--- config.mk ---
export PLATFORM = sky130hd
export DESIGN_NAME = vic_top
export DESIGN_NICKNAME = d
export VERILOG_FILES = /design/src/hw/vic_top.v
export VERILOG_INCLUDE_DIRS = /design/src /design/src/shared
export SDC_FILE = /design/constraint.sdc
export NUM_CORES = 1
export LEC_CHECK = 0
export BUFFER_PORTS_ARGS = -buffer_cell sky130_fd_sc_hd__buf_2
export CAP_MARGIN = 20
export CORE_MARGIN = 5
export CORE_UTILIZATION = 30
export DETAILED_ROUTE_END_ITERATION = 16
export SLEW_MARGIN = 15
export SYNTH_ARGS = -nofsm -noshare
export SYNTH_HDL_FRONTEND = slang
export SYNTH_SLANG_ARGS = --single-unit
export TNS_END_PERCENT = 30
--- constraint.sdc ---
create_clock -name core_clk -period 146.5 [get_ports core_clk]
set_input_delay 21.975 -clock core_clk [delete_from_list [all_inputs] [get_ports core_clk]]
set_output_delay 21.975 -clock core_clk [all_outputs]
set_load 0.005 [all_outputs]
--- src/shared/vic_defines.vh ---
// Constants for the vectored interrupt controller: register offsets,
// field positions, reset values, table geometry and fixed latencies.
// Assumes a 100 MHz core clock and a 32-bit classic Wishbone slave port.
`ifndef VIC_DEFINES_VH
`define VIC_DEFINES_VH

// ----------------------------------------------------------------------
// Table geometry
// ----------------------------------------------------------------------
`define VIC_NSLOT 80
`define VIC_NTRAP 5
`define VIC_TRAP_VECS 7'h08
`define VIC_NVEC 8'h7E
`define VIC_IVT_BASE 24'h000004
`define VIC_ALTERNATE_VECTOR_TABLE_BASE 24'h000100
`define VIC_RESET_PC 24'h000000

// ----------------------------------------------------------------------
// Register byte offsets
// ----------------------------------------------------------------------
`define VIC_CTRL_OFS 8'h00
`define VIC_EN_OFS 8'h04
`define VIC_EN_LAST 8'h14
`define VIC_STATE_OFS 8'h30
`define VIC_EVT_STAT_OFS 8'h34
`define VIC_EVT_CLR_OFS 8'h38
`define VIC_EVT_EN_OFS 8'h3C
`define VIC_PRI_OFS 8'h40
`define VIC_PRI_LAST 8'h8C

// ----------------------------------------------------------------------
// Fields, masks and reset values
// ----------------------------------------------------------------------
`define VIC_ALT_BIT 15
`define VIC_EN_MASK 80'h001F_FFFF_FFFF_7FFB_FFFF
`define VIC_PRI_RESET 4'h4
`define VIC_TRAP_LVL 4'h8
`define VIC_EVT_TAKEN 0
`define VIC_EVT_TRAP 1
`define VIC_EVT_RET 2

// ----------------------------------------------------------------------
// Fixed latencies in core clock cycles
// ----------------------------------------------------------------------
`define VIC_RET_CYCLES 3'h3

`endif

--- src/hw/vic_top.v ---
// Vectored interrupt controller: arbitration, vector fetch, registers.
// Assumes program memory drives data while its fetch strobe is high,
// and that all source and core inputs are synchronous to core_clk.
`timescale 1ns/1ps
`include "vic_defines.vh"

// Behaviour
// - Pending enabled requests with a level above the core level, and all traps, merge into one request line to the core.
// - Seven software priority levels, plus up to eight trap vectors.
// - Primary vector table starts at program word address 000004h.
// - Table holds 126 entries: eight traps then up to 118 interrupts.
// - Each source owns its own vector entry.
// - Each entry gives a 24-bit handler address passed to the core.
// - Ties go to the lower vector; vector 0 is naturally highest.
// - Same-level requests are ordered by natural vector order.
// - Up to 67 interrupt sources and five non-maskable traps.
// - Control bit 15 set makes all vector fetches use the alternate table.
// - Alternate table follows the primary with identical layout.
// - Entry and return take a fixed cycle count for every source.
// - Reset clears registers except priorities (level 4), PC goes to zero, controller uninvolved.
// - Enable bit 1 passes a source to arbitration, 0 blocks it.
// - Second enable word: bit3 change notify, bit1 and 0 I2C, bit2 zero.
// - Core level is the top bit joined with the three-bit status field.
module vic_top (
	// Clock and reset
	input wire core_clk,
	input wire rst_n,
	// Wishbone slave
	input wire wb_cyc_i,
	input wire wb_stb_i,
	input wire wb_we_i,
	input wire [7:0] wb_adr_i,
	input wire [3:0] wb_sel_i,
	input wire [31:0] wb_dat_i,
	output wire [31:0] wb_dat_o,
	output wire wb_ack_o,
	// Sources
	input wire [79:0] src_irq,
	input wire [4:0] trap_req,
	// Core side
	input wire core_priority_top_bit,
	input wire [2:0] status_priority_field,
	output wire core_irq_req,
	input wire core_irq_ack,
	input wire core_ret,
	output wire [6:0] taken_vector,
	output wire [3:0] taken_level,
	output wire [23:0] isr_addr,
	output wire isr_valid,
	output wire ret_done,
	// Program memory vector fetch
	output wire [23:0] pm_addr,
	output wire pm_rd,
	input wire [23:0] pm_data,
	// Interrupt to the host
	output wire host_irq
);

// ----------------------------------------------------------------------
// States
// ----------------------------------------------------------------------
localparam ST_IDLE = 3'd0;
localparam ST_FETCH = 3'd1;
localparam ST_LOAD = 3'd2;
localparam ST_BUSY = 3'd3;
localparam ST_RET = 3'd4;

function is_pri;
	input [7:0] a;
	begin
		is_pri = (a >= `VIC_PRI_OFS) && (a <= `VIC_PRI_LAST) &&
			(a[1:0] == 2'b00);
	end
endfunction

function is_en;
	input [7:0] a;
	begin
		is_en = (a >= `VIC_EN_OFS) && (a <= `VIC_EN_LAST) &&
			(a[1:0] == 2'b00);
	end
endfunction

// ----------------------------------------------------------------------
// Storage
// ----------------------------------------------------------------------
reg ack_ff;
reg [31:0] rdat_ff;
reg [31:0] nxt_rdat;
reg alt_sel_ff;
reg [79:0] en_ff;
reg [319:0] pri_ff;
reg [2:0] evt_stat_ff;
reg [2:0] evt_en_ff;
reg [2:0] state_ff;
reg [2:0] nxt_state;
reg [6:0] vec_ff;
reg [3:0] lvl_ff;
reg is_trap_ff;
reg [23:0] pm_addr_ff;
reg pm_rd_ff;
reg [23:0] isr_addr_ff;
reg isr_valid_ff;
reg ret_done_ff;
reg [2:0] ret_cnt_ff;

wire acc = wb_cyc_i & wb_stb_i;
// Writes land on the ack edge, so a held request writes again on each ack, every other cycle
wire wr_go = acc & wb_we_i & ack_ff;
wire [2:0] en_idx = wb_adr_i[4:2] - 3'h1;
wire [4:0] pri_idx = wb_adr_i[6:2] - 5'h10;

// ----------------------------------------------------------------------
// Address decode
// ----------------------------------------------------------------------
wire hit_ctrl = (wb_adr_i == `VIC_CTRL_OFS);
wire hit_en = is_en(wb_adr_i);
wire hit_state = (wb_adr_i == `VIC_STATE_OFS);
wire hit_stat = (wb_adr_i == `VIC_EVT_STAT_OFS);
wire hit_clr = (wb_adr_i == `VIC_EVT_CLR_OFS);
wire hit_evt_en = (wb_adr_i == `VIC_EVT_EN_OFS);
wire hit_pri = is_pri(wb_adr_i);
wire [3:0] core_lvl = {core_priority_top_bit, status_priority_field};

// ----------------------------------------------------------------------
// Arbitration
// ----------------------------------------------------------------------
reg [3:0] best_lvl;
reg [6:0] best_idx;
reg best_ok;
reg [3:0] slot_lvl;
reg trap_ok;
reg [6:0] trap_vec;
integer i;
integer k;

// Unbuilt slots masked again here so a stray bit can never request
wire [79:0] en_mask = `VIC_EN_MASK;
wire [79:0] en_eff = en_ff & en_mask;

always @* begin
	best_lvl = 4'h0;
	best_idx = 7'h00;
	best_ok = 1'b0;
	slot_lvl = 4'h0;
	// Scan downward with >= so the lowest slot wins ties
	for (i = 79; i >= 0; i = i - 1) begin
		slot_lvl = {1'b0, pri_ff[i*4 +: 3]};
		if (src_irq[i] && en_eff[i] && slot_lvl != 4'h0 &&
			slot_lvl >= best_lvl) begin
			best_lvl = slot_lvl;
			best_idx = i[6:0];
			best_ok = 1'b1;
		end
	end
end

always @* begin
	trap_ok = 1'b0;
	trap_vec = 7'h00;
	// Traps ignore enables and priority registers
	for (k = 4; k >= 0; k = k - 1) begin
		if (trap_req[k]) begin
			trap_ok = 1'b1;
			trap_vec = k[6:0];
		end
	end
end

wire [6:0] win_vec = trap_ok ? trap_vec :
	best_idx + `VIC_TRAP_VECS;
wire [3:0] win_lvl = trap_ok ? `VIC_TRAP_LVL : best_lvl;
// Traps skip the core level test: they are non-maskable
wire win_ok = trap_ok | (best_ok & (best_lvl > core_lvl));

// Combinational so a new winner reaches the core at once
assign core_irq_req = (state_ff == ST_IDLE) & win_ok;

// ----------------------------------------------------------------------
// Entry and return sequencer
// ----------------------------------------------------------------------
// Alternate base sits right after the 126-entry primary table
wire [23:0] tbl_base = alt_sel_ff ? `VIC_ALTERNATE_VECTOR_TABLE_BASE : `VIC_IVT_BASE;
// Each 24-bit entry spans two program words
wire [23:0] vec_addr = tbl_base + {16'h0000, vec_ff, 1'b0};

always @* begin
	nxt_state = state_ff;
	case (state_ff)
	ST_IDLE: begin
		if (core_irq_req && core_irq_ack)
			nxt_state = ST_FETCH;
	end
	ST_FETCH: nxt_state = ST_LOAD;
	ST_LOAD: nxt_state = ST_BUSY;
	ST_BUSY: begin
		if (core_ret)
			nxt_state = ST_RET;
	end
	ST_RET: begin
		if (ret_cnt_ff == 3'h1)
			nxt_state = ST_IDLE;
	end
	default: nxt_state = ST_IDLE;
	endcase
end

// Controller holds still in reset; the core restarts from zero alone
always @(posedge core_clk or negedge rst_n) begin
	if (!rst_n) begin
		state_ff <= ST_IDLE;
		vec_ff <= 7'h00;
		lvl_ff <= 4'h0;
		is_trap_ff <= 1'b0;
		pm_addr_ff <= `VIC_RESET_PC;
		pm_rd_ff <= 1'b0;
		isr_addr_ff <= `VIC_RESET_PC;
		isr_valid_ff <= 1'b0;
		ret_done_ff <= 1'b0;
		ret_cnt_ff <= 3'h0;
	end else begin
		state_ff <= nxt_state;
		pm_rd_ff <= 1'b0;
		isr_valid_ff <= 1'b0;
		ret_done_ff <= 1'b0;
		if (state_ff == ST_IDLE && core_irq_req && core_irq_ack) begin
			vec_ff <= win_vec;
			lvl_ff <= win_lvl;
			is_trap_ff <= trap_ok;
		end
		// Latched vector is stable since the take edge
		if (state_ff == ST_FETCH) begin
			pm_addr_ff <= vec_addr;
			pm_rd_ff <= 1'b1;
		end
		if (state_ff == ST_LOAD) begin
			isr_addr_ff <= pm_data;
			isr_valid_ff <= 1'b1;
		end
		// Counter ends at one so every return takes the same cycles
		if (state_ff == ST_BUSY && core_ret)
			ret_cnt_ff <= `VIC_RET_CYCLES;
		else if (state_ff == ST_RET && ret_cnt_ff != 3'h0)
			ret_cnt_ff <= ret_cnt_ff - 3'h1;
		if (state_ff == ST_RET && ret_cnt_ff == 3'h1)
			ret_done_ff <= 1'b1;
	end
end

// ----------------------------------------------------------------------
// Outputs
// ----------------------------------------------------------------------
assign taken_vector = vec_ff;
assign taken_level = lvl_ff;
assign isr_addr = isr_addr_ff;
assign isr_valid = isr_valid_ff;
assign ret_done = ret_done_ff;
assign pm_addr = pm_addr_ff;
assign pm_rd = pm_rd_ff;

// ----------------------------------------------------------------------
// Event status and host interrupt
// ----------------------------------------------------------------------
// Trap and interrupt entries report on separate bits
wire [2:0] evt_set = {ret_done_ff, isr_valid_ff & is_trap_ff,
	isr_valid_ff & ~is_trap_ff};
wire clr_go = wr_go & hit_clr & wb_sel_i[0];
wire [2:0] evt_clr = clr_go ? wb_dat_i[2:0] : 3'h0;

always @(posedge core_clk or negedge rst_n) begin
	if (!rst_n)
		evt_stat_ff <= 3'h0;
	else
		// Set beats clear when both land in one cycle
		evt_stat_ff <= (evt_stat_ff & ~evt_clr) | evt_set;
end

assign host_irq = |(evt_stat_ff & evt_en_ff);

// ----------------------------------------------------------------------
// Wishbone slave
// ----------------------------------------------------------------------
// One wait state: ack one cycle after the strobe, dropped the next
always @(posedge core_clk or negedge rst_n) begin
	if (!rst_n)
		ack_ff <= 1'b0;
	else
		ack_ff <= acc & ~ack_ff;
end

assign wb_ack_o = ack_ff;
assign wb_dat_o = rdat_ff;

// ----------------------------------------------------------------------
// Read data
// ----------------------------------------------------------------------
// Snapshot for debug: request, state, latched level, live winner, vector
wire [31:0] state_word = {core_irq_req, 4'h0, state_ff, 4'h0, lvl_ff,
	win_ok, win_vec, 1'b0, vec_ff};

always @* begin
	nxt_rdat = 32'h0000_0000;
	if (hit_ctrl)
		nxt_rdat[`VIC_ALT_BIT] = alt_sel_ff;
	else if (hit_en)
		nxt_rdat[15:0] = en_eff[en_idx*16 +: 16];
	else if (hit_state)
		nxt_rdat = state_word;
	else if (hit_stat)
		nxt_rdat[2:0] = evt_stat_ff;
	else if (hit_evt_en)
		nxt_rdat[2:0] = evt_en_ff;
	else if (hit_pri)
		nxt_rdat[15:0] = pri_ff[pri_idx*16 +: 16];
end

always @(posedge core_clk or negedge rst_n) begin
	if (!rst_n)
		rdat_ff <= 32'h0000_0000;
	else if (acc && !ack_ff)
		rdat_ff <= nxt_rdat;
end

// ----------------------------------------------------------------------
// Register writes, taken on the ack edge
// ----------------------------------------------------------------------
genvar g;
generate
	for (g = 0; g < 20; g = g + 1) begin : g_pri
		always @(posedge core_clk or negedge rst_n) begin
			if (!rst_n) begin
				pri_ff[g*16 +: 16] <= {4{`VIC_PRI_RESET}};
			end else if (wr_go && is_pri(wb_adr_i) && pri_idx == g) begin
				// Level field is three bits, top bit of each nibble stays 0
				if (wb_sel_i[0])
					pri_ff[g*16 +: 8] <= wb_dat_i[7:0] & 8'h77;
				if (wb_sel_i[1])
					pri_ff[g*16+8 +: 8] <= wb_dat_i[15:8] & 8'h77;
			end
		end
	end
	for (g = 0; g < 5; g = g + 1) begin : g_en
		always @(posedge core_clk or negedge rst_n) begin
			if (!rst_n) begin
				en_ff[g*16 +: 16] <= 16'h0000;
			end else if (wr_go && is_en(wb_adr_i) && en_idx == g) begin
				if (wb_sel_i[0])
					en_ff[g*16 +: 8] <= wb_dat_i[7:0]
						& en_mask[g*16 +: 8];
				if (wb_sel_i[1])
					en_ff[g*16+8 +: 8] <= wb_dat_i[15:8]
						& en_mask[g*16+8 +: 8];
			end
		end
	end
endgenerate

always @(posedge core_clk or negedge rst_n) begin
	if (!rst_n) begin
		alt_sel_ff <= 1'b0;
		evt_en_ff <= 3'h0;
	end else if (wr_go) begin
		if (wb_adr_i == `VIC_CTRL_OFS && wb_sel_i[1])
			alt_sel_ff <= wb_dat_i[`VIC_ALT_BIT];
		if (wb_adr_i == `VIC_EVT_EN_OFS && wb_sel_i[0])
			evt_en_ff <= wb_dat_i[2:0];
	end
end

endmodule // vic_top

Yosys cells after proc, flatten, opt, wreduce, memory -nomap -nowiden
Index checks and enable logic that the tools add are counted.
{"block": "op_classes", "order_cmp": 72, "reduce_logical": 369, "n_mul": 0, "addsub": 5, "n_div": 0, "eq_ne": 35, "n_bitwise": 17, "shifts": 2, "muxes": 236}
{"operator": "$mux 7", "count": 72}
{"operator": "$shiftx 320x10->16", "count": 1}
{"operator": "$ge 3x4->1", "count": 65}
{"operator": "$mux 4", "count": 64}
{"operator": "$logic_and 1x1->1", "count": 241}
{"operator": "$reduce_bool 3->1", "count": 68}
{"operator": "$reduce_and 2->1", "count": 51}
{"operator": "$mux 16", "count": 6}
{"operator": "$shiftx 80x8->16", "count": 1}
{"operator": "$mux 1", "count": 76}
{"operator": "$eq 5x4->1 const B", "count": 8}
{"operator": "$mux 3", "count": 13}
{"operator": "$eq 8x6->1 const B", "count": 4}
{"operator": "$mux 13", "count": 2}
{"operator": "$eq 5x3->1 const B", "count": 4}
{"operator": "$eq 5x5->1 const B", "count": 4}
{"operator": "$mux 15", "count": 1}
{"operator": "$pmux 3 s5", "count": 1}
{"operator": "$eq 3x2->1 const B", "count": 4}
{"operator": "$add 9x8->10", "count": 1}
{"operator": "$and 1x1->1", "count": 10}
{"operator": "$eq 5x2->1 const B", "count": 2}
{"operator": "$eq 3x1->1 const B", "count": 3}
{"operator": "$mux 9", "count": 1}
{"operator": "other kinds (27)", "count": 33}
{"block": "word_totals", "output_inout_bits": 97, "word_cells": 800, "rom_bits": 0, "regBits": 416, "memories": 0, "ram_bits": 0, "latchBits": 0}

Logic depth before layout (Yosys ltp)
Gate-level depths: netlist of the first run.
{"block": "logic_depth", "ltp_word": 209, "mapped_depth": 466, "depth_no_buf": 459}

Worst setup path before layout of the first run
OpenSTA, ideal clock, no wires.
{"block": "synth_path", "path_type": "input to output", "from": "input port src_irq[68]", "to": "output port core_irq_req", "n_path_buf": 7, "setup_slack_ns": 19.445, "arrival_time_ns": 105.080, "stages": 423, "path_cell_list": "and3_1 ha_1 nand2b_1 a31oi_1 nor2_1 o21a_1 o21ai_0 inv_1 ha_1 a21o_1 a31oi_1 or3_1 buf_6 mux2_2 ha_1 nand2b_1 a21oi_1 o21ai_0 [387 not listed] nand2b_1 a21o_1 a21oi_1 nor2_1 clkbuf_1 o31ai_1 ha_1 nand2b_1 a21o_1 a21oi_1 nor2_1 or3_2 or4b_4 nor2_2 nand2_1 o41ai_4 nand2_1 and2_1"}
{"block": "synth_between", "elab_chain_cells": 206}
{"item": "from (decl)", "line": "vic_top.v:38", "source": "input wire [79:0] src_irq,"}
{"item": "$logic_and 1x1->1 * (3 in a row)", "line": "vic_top.v:149", "source": "if (src_irq[i] && en_eff[i] && slot_lvl != 4'h0 &&"}
{"item": "$mux 3", "line": "vic_top.v:149"}
{"item": "$ge 3x3->1", "line": "vic_top.v:150", "source": "slot_lvl >= best_lvl) begin"}
{"item": "$logic_and 1x1->1", "line": "vic_top.v:149"}
{"item": "$mux 3", "line": "vic_top.v:149"}
{"item": "$ge 3x4->1", "line": "vic_top.v:150"}
{"item": "$logic_and 1x1->1", "line": "vic_top.v:149"}
{"item": "$mux 3", "line": "vic_top.v:149"}
{"item": "[188 not listed]"}
{"item": "$mux 4", "line": "vic_top.v:149"}
{"item": "$ge 3x4->1", "line": "vic_top.v:150"}
{"item": "$logic_and 1x1->1", "line": "vic_top.v:149"}
{"item": "$mux 4", "line": "vic_top.v:149"}
{"item": "$gt 4x4->1", "line": "vic_top.v:174", "source": "wire win_ok = trap_ok | (best_ok & (best_lvl > core_lvl));"}
{"item": "$and 1x1->1 *", "line": "vic_top.v:174"}
{"item": "$or 1x1->1 *", "line": "vic_top.v:174"}
{"item": "$and 1x1->1 *", "line": "vic_top.v:177", "source": "assign core_irq_req = (state_ff == ST_IDLE) & win_ok;"}
{"item": "to (decl)", "line": "vic_top.v:43", "source": "output wire core_irq_req,"}
Every way passes the cells marked *; elsewhere a longest branch is shown, timed or not.

Worst setup path after layout of the first run
Ends and elaborated chain as after synthesis.

==> results of run 1 <==
synth_stat cells, drive strengths merged (48+ instances only):
cell type / count
ha: 152
and2: 48
o21ai: 160
clkbuf: 74
dfrtp: 312
inv: 161
dfstp: 80
a21oi: 125
o21a: 49
nand2: 223
mux2: 357
nand2b: 76
nand3: 57
mux4: 83
nor2: 157
per-stage QoR:
stage	util, %	cell area, sq um	total power [W]	worst slack [ps]	cells
floorplan	-	29500	0.000139	19450	2926
global placement	32.6	31700	0.000155	8350	4305
detailed placement	32.6	31700	0.000156	8150	4305
CTS	34.2	33200	0.000276	7620	4385
global route	34.3	33300	0.000283	192	4387
finish	34.3	33300	0.000274	8150	4389
flip-flops by register name (all words and copies together) (netlist names):
signal        flops
pri_ff          240
en_eff           67
isr_addr         24
wb_dat_o         24
pm_addr           9
taken_vector      7
taken_level       4
evt_en_ff         3
evt_stat_ff       3
ret_cnt_ff        3
state_ff          3
alt_sel_ff        1
isr_valid         1
pm_rd             1
ret_done          1
wb_ack_o          1
layout make-up:
class	count	share of cell area (%)
Tap cell	1276	4.80
Inverter	161	1.82
Multi-Input combinational cell	2257	55.4
Clock inverter	17	0.843
Clock buffer	63	3.86
Antenna cell	3	0.0226
Timing Repair Buffer	220	3.45
Sequential cell	392	29.8
worst min-delay path: cells and delay by family (launching register included):
family | cells | cell delay, ps
simple gates | 2 | 100
flops | 1 | 340
per-layer routing:
| layer | share of wire [%] | track usage (%) | up-vias |
|---|---|---|---|
| met5 | 0.026 | 0 | - |
| met4 | 4.1 | 6.87 | 4 |
| met3 | 6.7 | 3.38 | 190 |
| met2 | 46 | 31.0 | 901 |
| met1 | 43 | 25.7 | 12600 |
| li1 | - | - | 11500 |
final timing paths:
kind	endpoint	start	cells past startpoint	slack (ps)
max in group asynchronous	pri_ff[132]$_DFFE_PN0P_	rst_n	3	122630
setup reg to reg	taken_vector[5]$_DFFE_PN0P_	pri_ff[274]$_DFFE_PN1P_	422	51190
min in group asynchronous	isr_addr[18]$_DFFE_PN0P_	rst_n	1	21410
hold / removal	wb_dat_o[7]$_DFFE_PN0P_	wb_dat_o[7]$_DFFE_PN0P_	2	460
setup / recovery	core_irq_req	src_irq[68]	425	8150
hold reg to reg	wb_dat_o[7]$_DFFE_PN0P_	wb_dat_o[7]$_DFFE_PN0P_	2	460
power groups by stage:
stage | clock network, W | logic (W) | registers (W)
floorplan | 0 | 0.0000186 | 0.000121
global placement | 0 | 0.0000337 | 0.000121
detailed placement | 0 | 0.0000342 | 0.000122
CTS | 0.000122 | 0.0000343 | 0.000120
global route | 0.000126 | 0.0000368 | 0.000121
finish | 0.000121 | 0.0000339 | 0.000120
logic make-up (layout without fill, tap and decap cells):
| family | after synthesis | count (layout) | synth area share [%] |
|---|---|---|---|
| muxes | 459 | 459 | 20.8 |
| and+or+nand+nor | 774 | 774 | 13.4 |
| xor gates and xnor gates | 8 | 8 | 0.238 |
| AOI/OAI and AO/OA | 838 | 838 | 21.3 |
| DFF | 392 | 392 | 33.7 |
| other | 1 | 26 | 0.0127 |
| adders and majority gates | 155 | 155 | 6.57 |
| buffers and inverters | 277 | 461 | 4.05 |
what timing repair did:
action                     4_1_cts  5_1_grt
setup endpoints to repair        0        1
setup buffers                    0        1
hold endpoints to repair         0        0
resized for setup                0        6
hold buffers                     0        0
==> impl_metrics.csv, run 1 <==
group,metric,value,unit
cts,h-tree-depth,2,
place,gp_congestion,0.933,
critical_path,start_kind,"input port",
power,seqPwrFrac,43.7,%
yosys,ys_top_cells_by_area,"dfrtp_1 (27%), mux2_2 (13%), dfstp_2 (7.1%)",
critical_path,crit_top_cell,"ha_1",
place,hpwl,80700,um
route,via_count,25200,
cts,cts_root_buffer,"clkbuf_16",
power,worst_ir_drop_vdd,0.00838,mV
global_route,grt_pass1_vias,23600,
yosys,synthArstFlopShare,100,%
global_route,antenna_found_initial,9,
sta,max_freq,7.23,MHz
route,totalWireLength,104000,um
sta,clock_skew,10.9,ps
critical_path,worstPathArrival,116370,ps
route,detail-route-antenna-nets,0,
sta,finalSetupViolCount,0,
layout,seq_area,9910,sq um
yosys,synth_top_area_share,26.5,%
yosys,yosysSeqAreaShare,33.7,%
global_route,overflow,0,
critical_path,critPathCaptureType,"primary output",
yosys,synthCells,2904,
power,p_sw,0.0000712,W
power,p_int,0.000203,W
floorplanning,core_area,97000,sq um
layout,drive_above_1_share,31.0,%
layout,final_nets,3391,
critical_path,cpPeakStageDelay,620,ps
floorplanning,io_pins,261,
power,clkPwrFrac,44.0,%
status,status,"completed",
cts,clk-insertion-delay-late,590,ps
sta,worst_pin_slew,987,ps
critical_path,critPathBufInv,13,
power,p_sw_share,26.0,%
sta,slew_violations,0,
yosys,ys.flop_type,"dfrtp_1",
critical_path,cp_slowest_cell,"or3_2",
route,vias_per_cell,5.74,
yosys,postSynthAreaPerCell,10.1,sq um
power,power_frac_comb,12.3,%
critical_path,worst-endpoint-required,124530,ps
power,power_density,8.25,nW/um^2
yosys,synth_seq_cells,392,
sta,min_period,138350,ps
global_route,grt_max_degree,113,
route,drt_first_pass_iters,6,
power,p_leak,14.9,nW
yosys,syn_area,29400,sq um
flow_run,maxCapViolations,0,
cts,clk_pin_slew_worst_paths,60,ps
route,drtIter0Drc,2052,
layout,n_fill_cell,9827,
critical_path,crit_family,"compound AO/OA/AOI/OAI gates",
global_route,grt_pass1_wl,153000,um
cts,cts_sinks,392,
floorplanning,die_h,323,um
yosys,yosysWarnings,0,
cts,cts_buffers,43,
layout,layout_commonest_cell,"mux2_2",
critical_path,crit_type,"input port to primary output",
critical_path,crit_fanout,11,
layout,syn2layout_area_growth,13.1,%
yosys,synth_edf_count,0,
sta,setup_tns,0,ps
sta,holdWs,464,ps
cts,cts_tree,"built",
hold_path,hold_path.class,"flip-flop to flip-flop",
place,port_buffers,206,
floorplanning,fp.dieW,323,um
global_route,grt_usage,19.1,%
sta,hold_viol,0,
floorplanning,start_util,30.3,%
sta,min_period_over_period,94.4,%
yosys,synth_cell_types,133,
route,route.detailed.drc,0,
floorplanning,dieArea,104000,sq um
yosys,yosysTopAreaCell,"dfrtp_1",
cts,clk_path_buf_depth,3,
sta,rsz0062_at_grt,"no",
layout,multi_input_area,18400,sq um
layout,layout_common_cells,"mux2_2 (351), dfrtp_1 (312), nand2_1 (222), buf_2 (204), inv_1 (161)",
floorplanning,row_count,114,
sta,slew_headroom,33.3,%
route,avgRoutedWirePerCell,23.7,um
Note: power is estimated with default switching activity, not from simulation.
==> run 2: changes to the inputs <==
--- a/config.mk
+++ b/config.mk
@@ -11,6 +11,7 @@
 export CORE_MARGIN = 5
 export CORE_UTILIZATION = 30
 export DETAILED_ROUTE_END_ITERATION = 16
+export RECOVER_POWER = 50
 export SLEW_MARGIN = 15
 export SYNTH_ARGS = -nofsm -noshare
 export SYNTH_HDL_FRONTEND = slang
==> run 2 against run 1 <==
Against the previous run:
- the run now ends with capacitance limit, slew limit left
- global-route usage stayed put
- hold slack hardly changed
- via count is 0.17% lower
- critical path type unchanged
==> impl_metrics.csv, run 2 (synthesis results as in run 1) <==
group,metric,value,unit
layout,drive_above_1_share,28.7,%
critical_path,cpPeakStageDelay,630,ps
sta,worst_pin_slew,6130,ps
layout,n_fill_cell,9855,
floorplanning,dieArea,104000,sq um
layout,stdcell_count,4390,
sta,holdWs,465,ps
hold_path,hold_path.class,"flip-flop to flip-flop",
critical_path,critPathBufInv,13,
global_route,overflow,0,
sta,min_period_over_period,94.5,%
route,avgRoutedWirePerCell,23.7,um
floorplanning,core_area,97000,sq um
place,port_buffers,206,
critical_path,start_kind,"input port",
status,status,"finished with violations",
global_route,grt_max_degree,113,
power,seqPwrFrac,43.9,%
floorplanning,die_h,323,um
route,detail-route-antenna-nets,0,
power,power_density,8.24,nW/um^2
flow_run,maxCapViolations,6,
place,gp_congestion,0.933,
layout,layout_common_cells,"mux2_2 (351), dfrtp_1 (312), nand2_1 (222), inv_1 (161), nor2_1 (154)",
cts,clk_pin_slew_worst_paths,60,ps
floorplanning,fp.dieW,323,um
power,p_int,0.000202,W
route,totalWireLength,104000,um
cts,cts_buffers,43,
critical_path,critPathCaptureType,"primary output",
sta,slew_violations,372,
critical_path,worstPathArrival,116420,ps
sta,hold_viol,0,
layout,final_nets,3391,
route,via_count,25100,
layout,syn2layout_area_growth,12.7,%
sta,setup_tns,0,ps
route,drtIter0Drc,2111,
critical_path,worst-endpoint-required,124530,ps
sta,clock_skew,15.6,ps
critical_path,crit_fanout,11,
cts,clk-insertion-delay-late,590,ps
status,violations,"capacitance limit, slew limit",
cts,cts_tree,"built",
critical_path,crit_type,"input port to primary output",
critical_path,crit_family,"compound AO/OA/AOI/OAI gates",
place,place_inst,4305,
power,clkPwrFrac,44.1,%
floorplanning,row_count,114,
layout,layout_commonest_cell,"mux2_2",
power,power_frac_comb,11.9,%
sta,max_freq,7.23,MHz
critical_path,cp_slowest_cell,"or3_2",
layout,largest_reg_flops,240,
route,route.detailed.drc,0,
power,p_leak,14.7,nW
power,power,0.000273,W
route,vias_per_cell,5.73,
cts,h-tree-depth,2,
floorplanning,start_util,30.3,%
power,p_sw,0.0000712,W
sta,finalSetupViolCount,0,
cts,clk_path_buf_depth,3,
cts,cts_sinks,392,
sta,slew_headroom,-308,%
global_route,grt_pass1_vias,23600,
route,drt_first_pass_iters,5,
cts,cts_hold_buf,0,
place,hpwl,80700,um
global_route,antenna_found_initial,9,
global_route,grt_pass1_wl,153000,um
layout,utilization,34.2,%
critical_path,crit_top_cell,"ha_1",
sta,min_period,138390,ps
power,worst_ir_drop_vdd,0.00875,mV
power,p_sw_share,26.1,%
layout,largest-register,"pri_ff",
global_route,grt_usage,19.1,%
floorplanning,io_pins,261,
sta,rsz0062_at_grt,"no",
cts,cts_root_buffer,"clkbuf_16",
run 2: cell count changes in the layout (fill, tap and decap cells not counted), sizes merged:
cell    change
clkbuf     +67
diode       +1
buf        -67
run 2: final timing paths:
kind / cells past startpoint / endpoint / from / slack [ps]
setup reg to reg: 423 / taken_vector[5]$_DFFE_PN0P_ / pri_ff[274]$_DFFE_PN1P_ / 51140
min in group asynchronous: 1 / isr_addr[0]$_DFFE_PN0P_ / rst_n / 23630
setup / recovery: 426 / core_irq_req / src_irq[68] / 8110
max in group asynchronous: 3 / pri_ff[145]$_DFFE_PN0P_ / rst_n / 116880
hold / removal: 2 / wb_dat_o[7]$_DFFE_PN0P_ / wb_dat_o[7]$_DFFE_PN0P_ / 460
hold reg to reg: 2 / wb_dat_o[7]$_DFFE_PN0P_ / wb_dat_o[7]$_DFFE_PN0P_ / 460
run 2: area by class of cell:
class / count / area, sq um / share of cell area (%)
multi-input cells: 2257 / 18400 / 55.6
flip-flops and latches: 392 / 9910 / 29.9
well taps: 1276 / 1600 / 4.82
clock buffers: 63 / 1280 / 3.87
repair buffers: 220 / 1050 / 3.16
inverters: 161 / 604 / 1.82
clock inverters: 17 / 280 / 0.845
diodes: 4 / 10.0 / 0.0302
run 2: worst reg2reg max path: cells and delay by family, from the launching register on:
kind | cells | cell delay (ps)
AND/OR/NAND/NOR | 146 | 26040
flip-flops | 1 | 570
multiplexers | 14 | 4750
adder cells (fa/ha/maj) | 70 | 19260
AO/OA/AOI/OAI | 183 | 43900
buffers and inverters | 10 | 760
run 2: repair_timing:
action                                  4_1_cts  5_1_grt
endpoints found under the setup margin        0        1
buffers inserted                              0        1
gates resized for setup                       0        6
run 2: power groups by stage:
| stage | Sequential (W) | Clock, W | Combinational [W] |
|---|---|---|---|
| after global routing | 0.000121 | 0.000126 | 0.0000355 |
| after global placement | 0.000121 | 0 | 0.0000337 |
| final | 0.000120 | 0.000121 | 0.0000326 |
| after CTS | 0.000120 | 0.000122 | 0.0000343 |
| after detailed placement | 0.000122 | 0 | 0.0000342 |
| after floorplan | 0.000121 | 0 | 0.0000186 |
run 2: stage by stage:
step | instance area, sq um | setup WS, ps
2_1_floorplan | 29500 | 19450
3_3_place_gp | 31700 | 8350
3_5_place_dp | 31700 | 8150
4_1_cts | 33200 | 7620
5_1_grt | 33100 | 192
6_report | 33200 | 8110
run 2: layer usage:
layer | GRT usage (%) | wire length [um] | vias to the layer above
li1 | - | - | 11500
met1 | 25.7 | 44900 | 12600
met5 | 0 | 27 | -
met4 | 6.87 | 4270 | 4
met3 | 3.38 | 6750 | 183
met2 | 31.0 | 48200 | 862
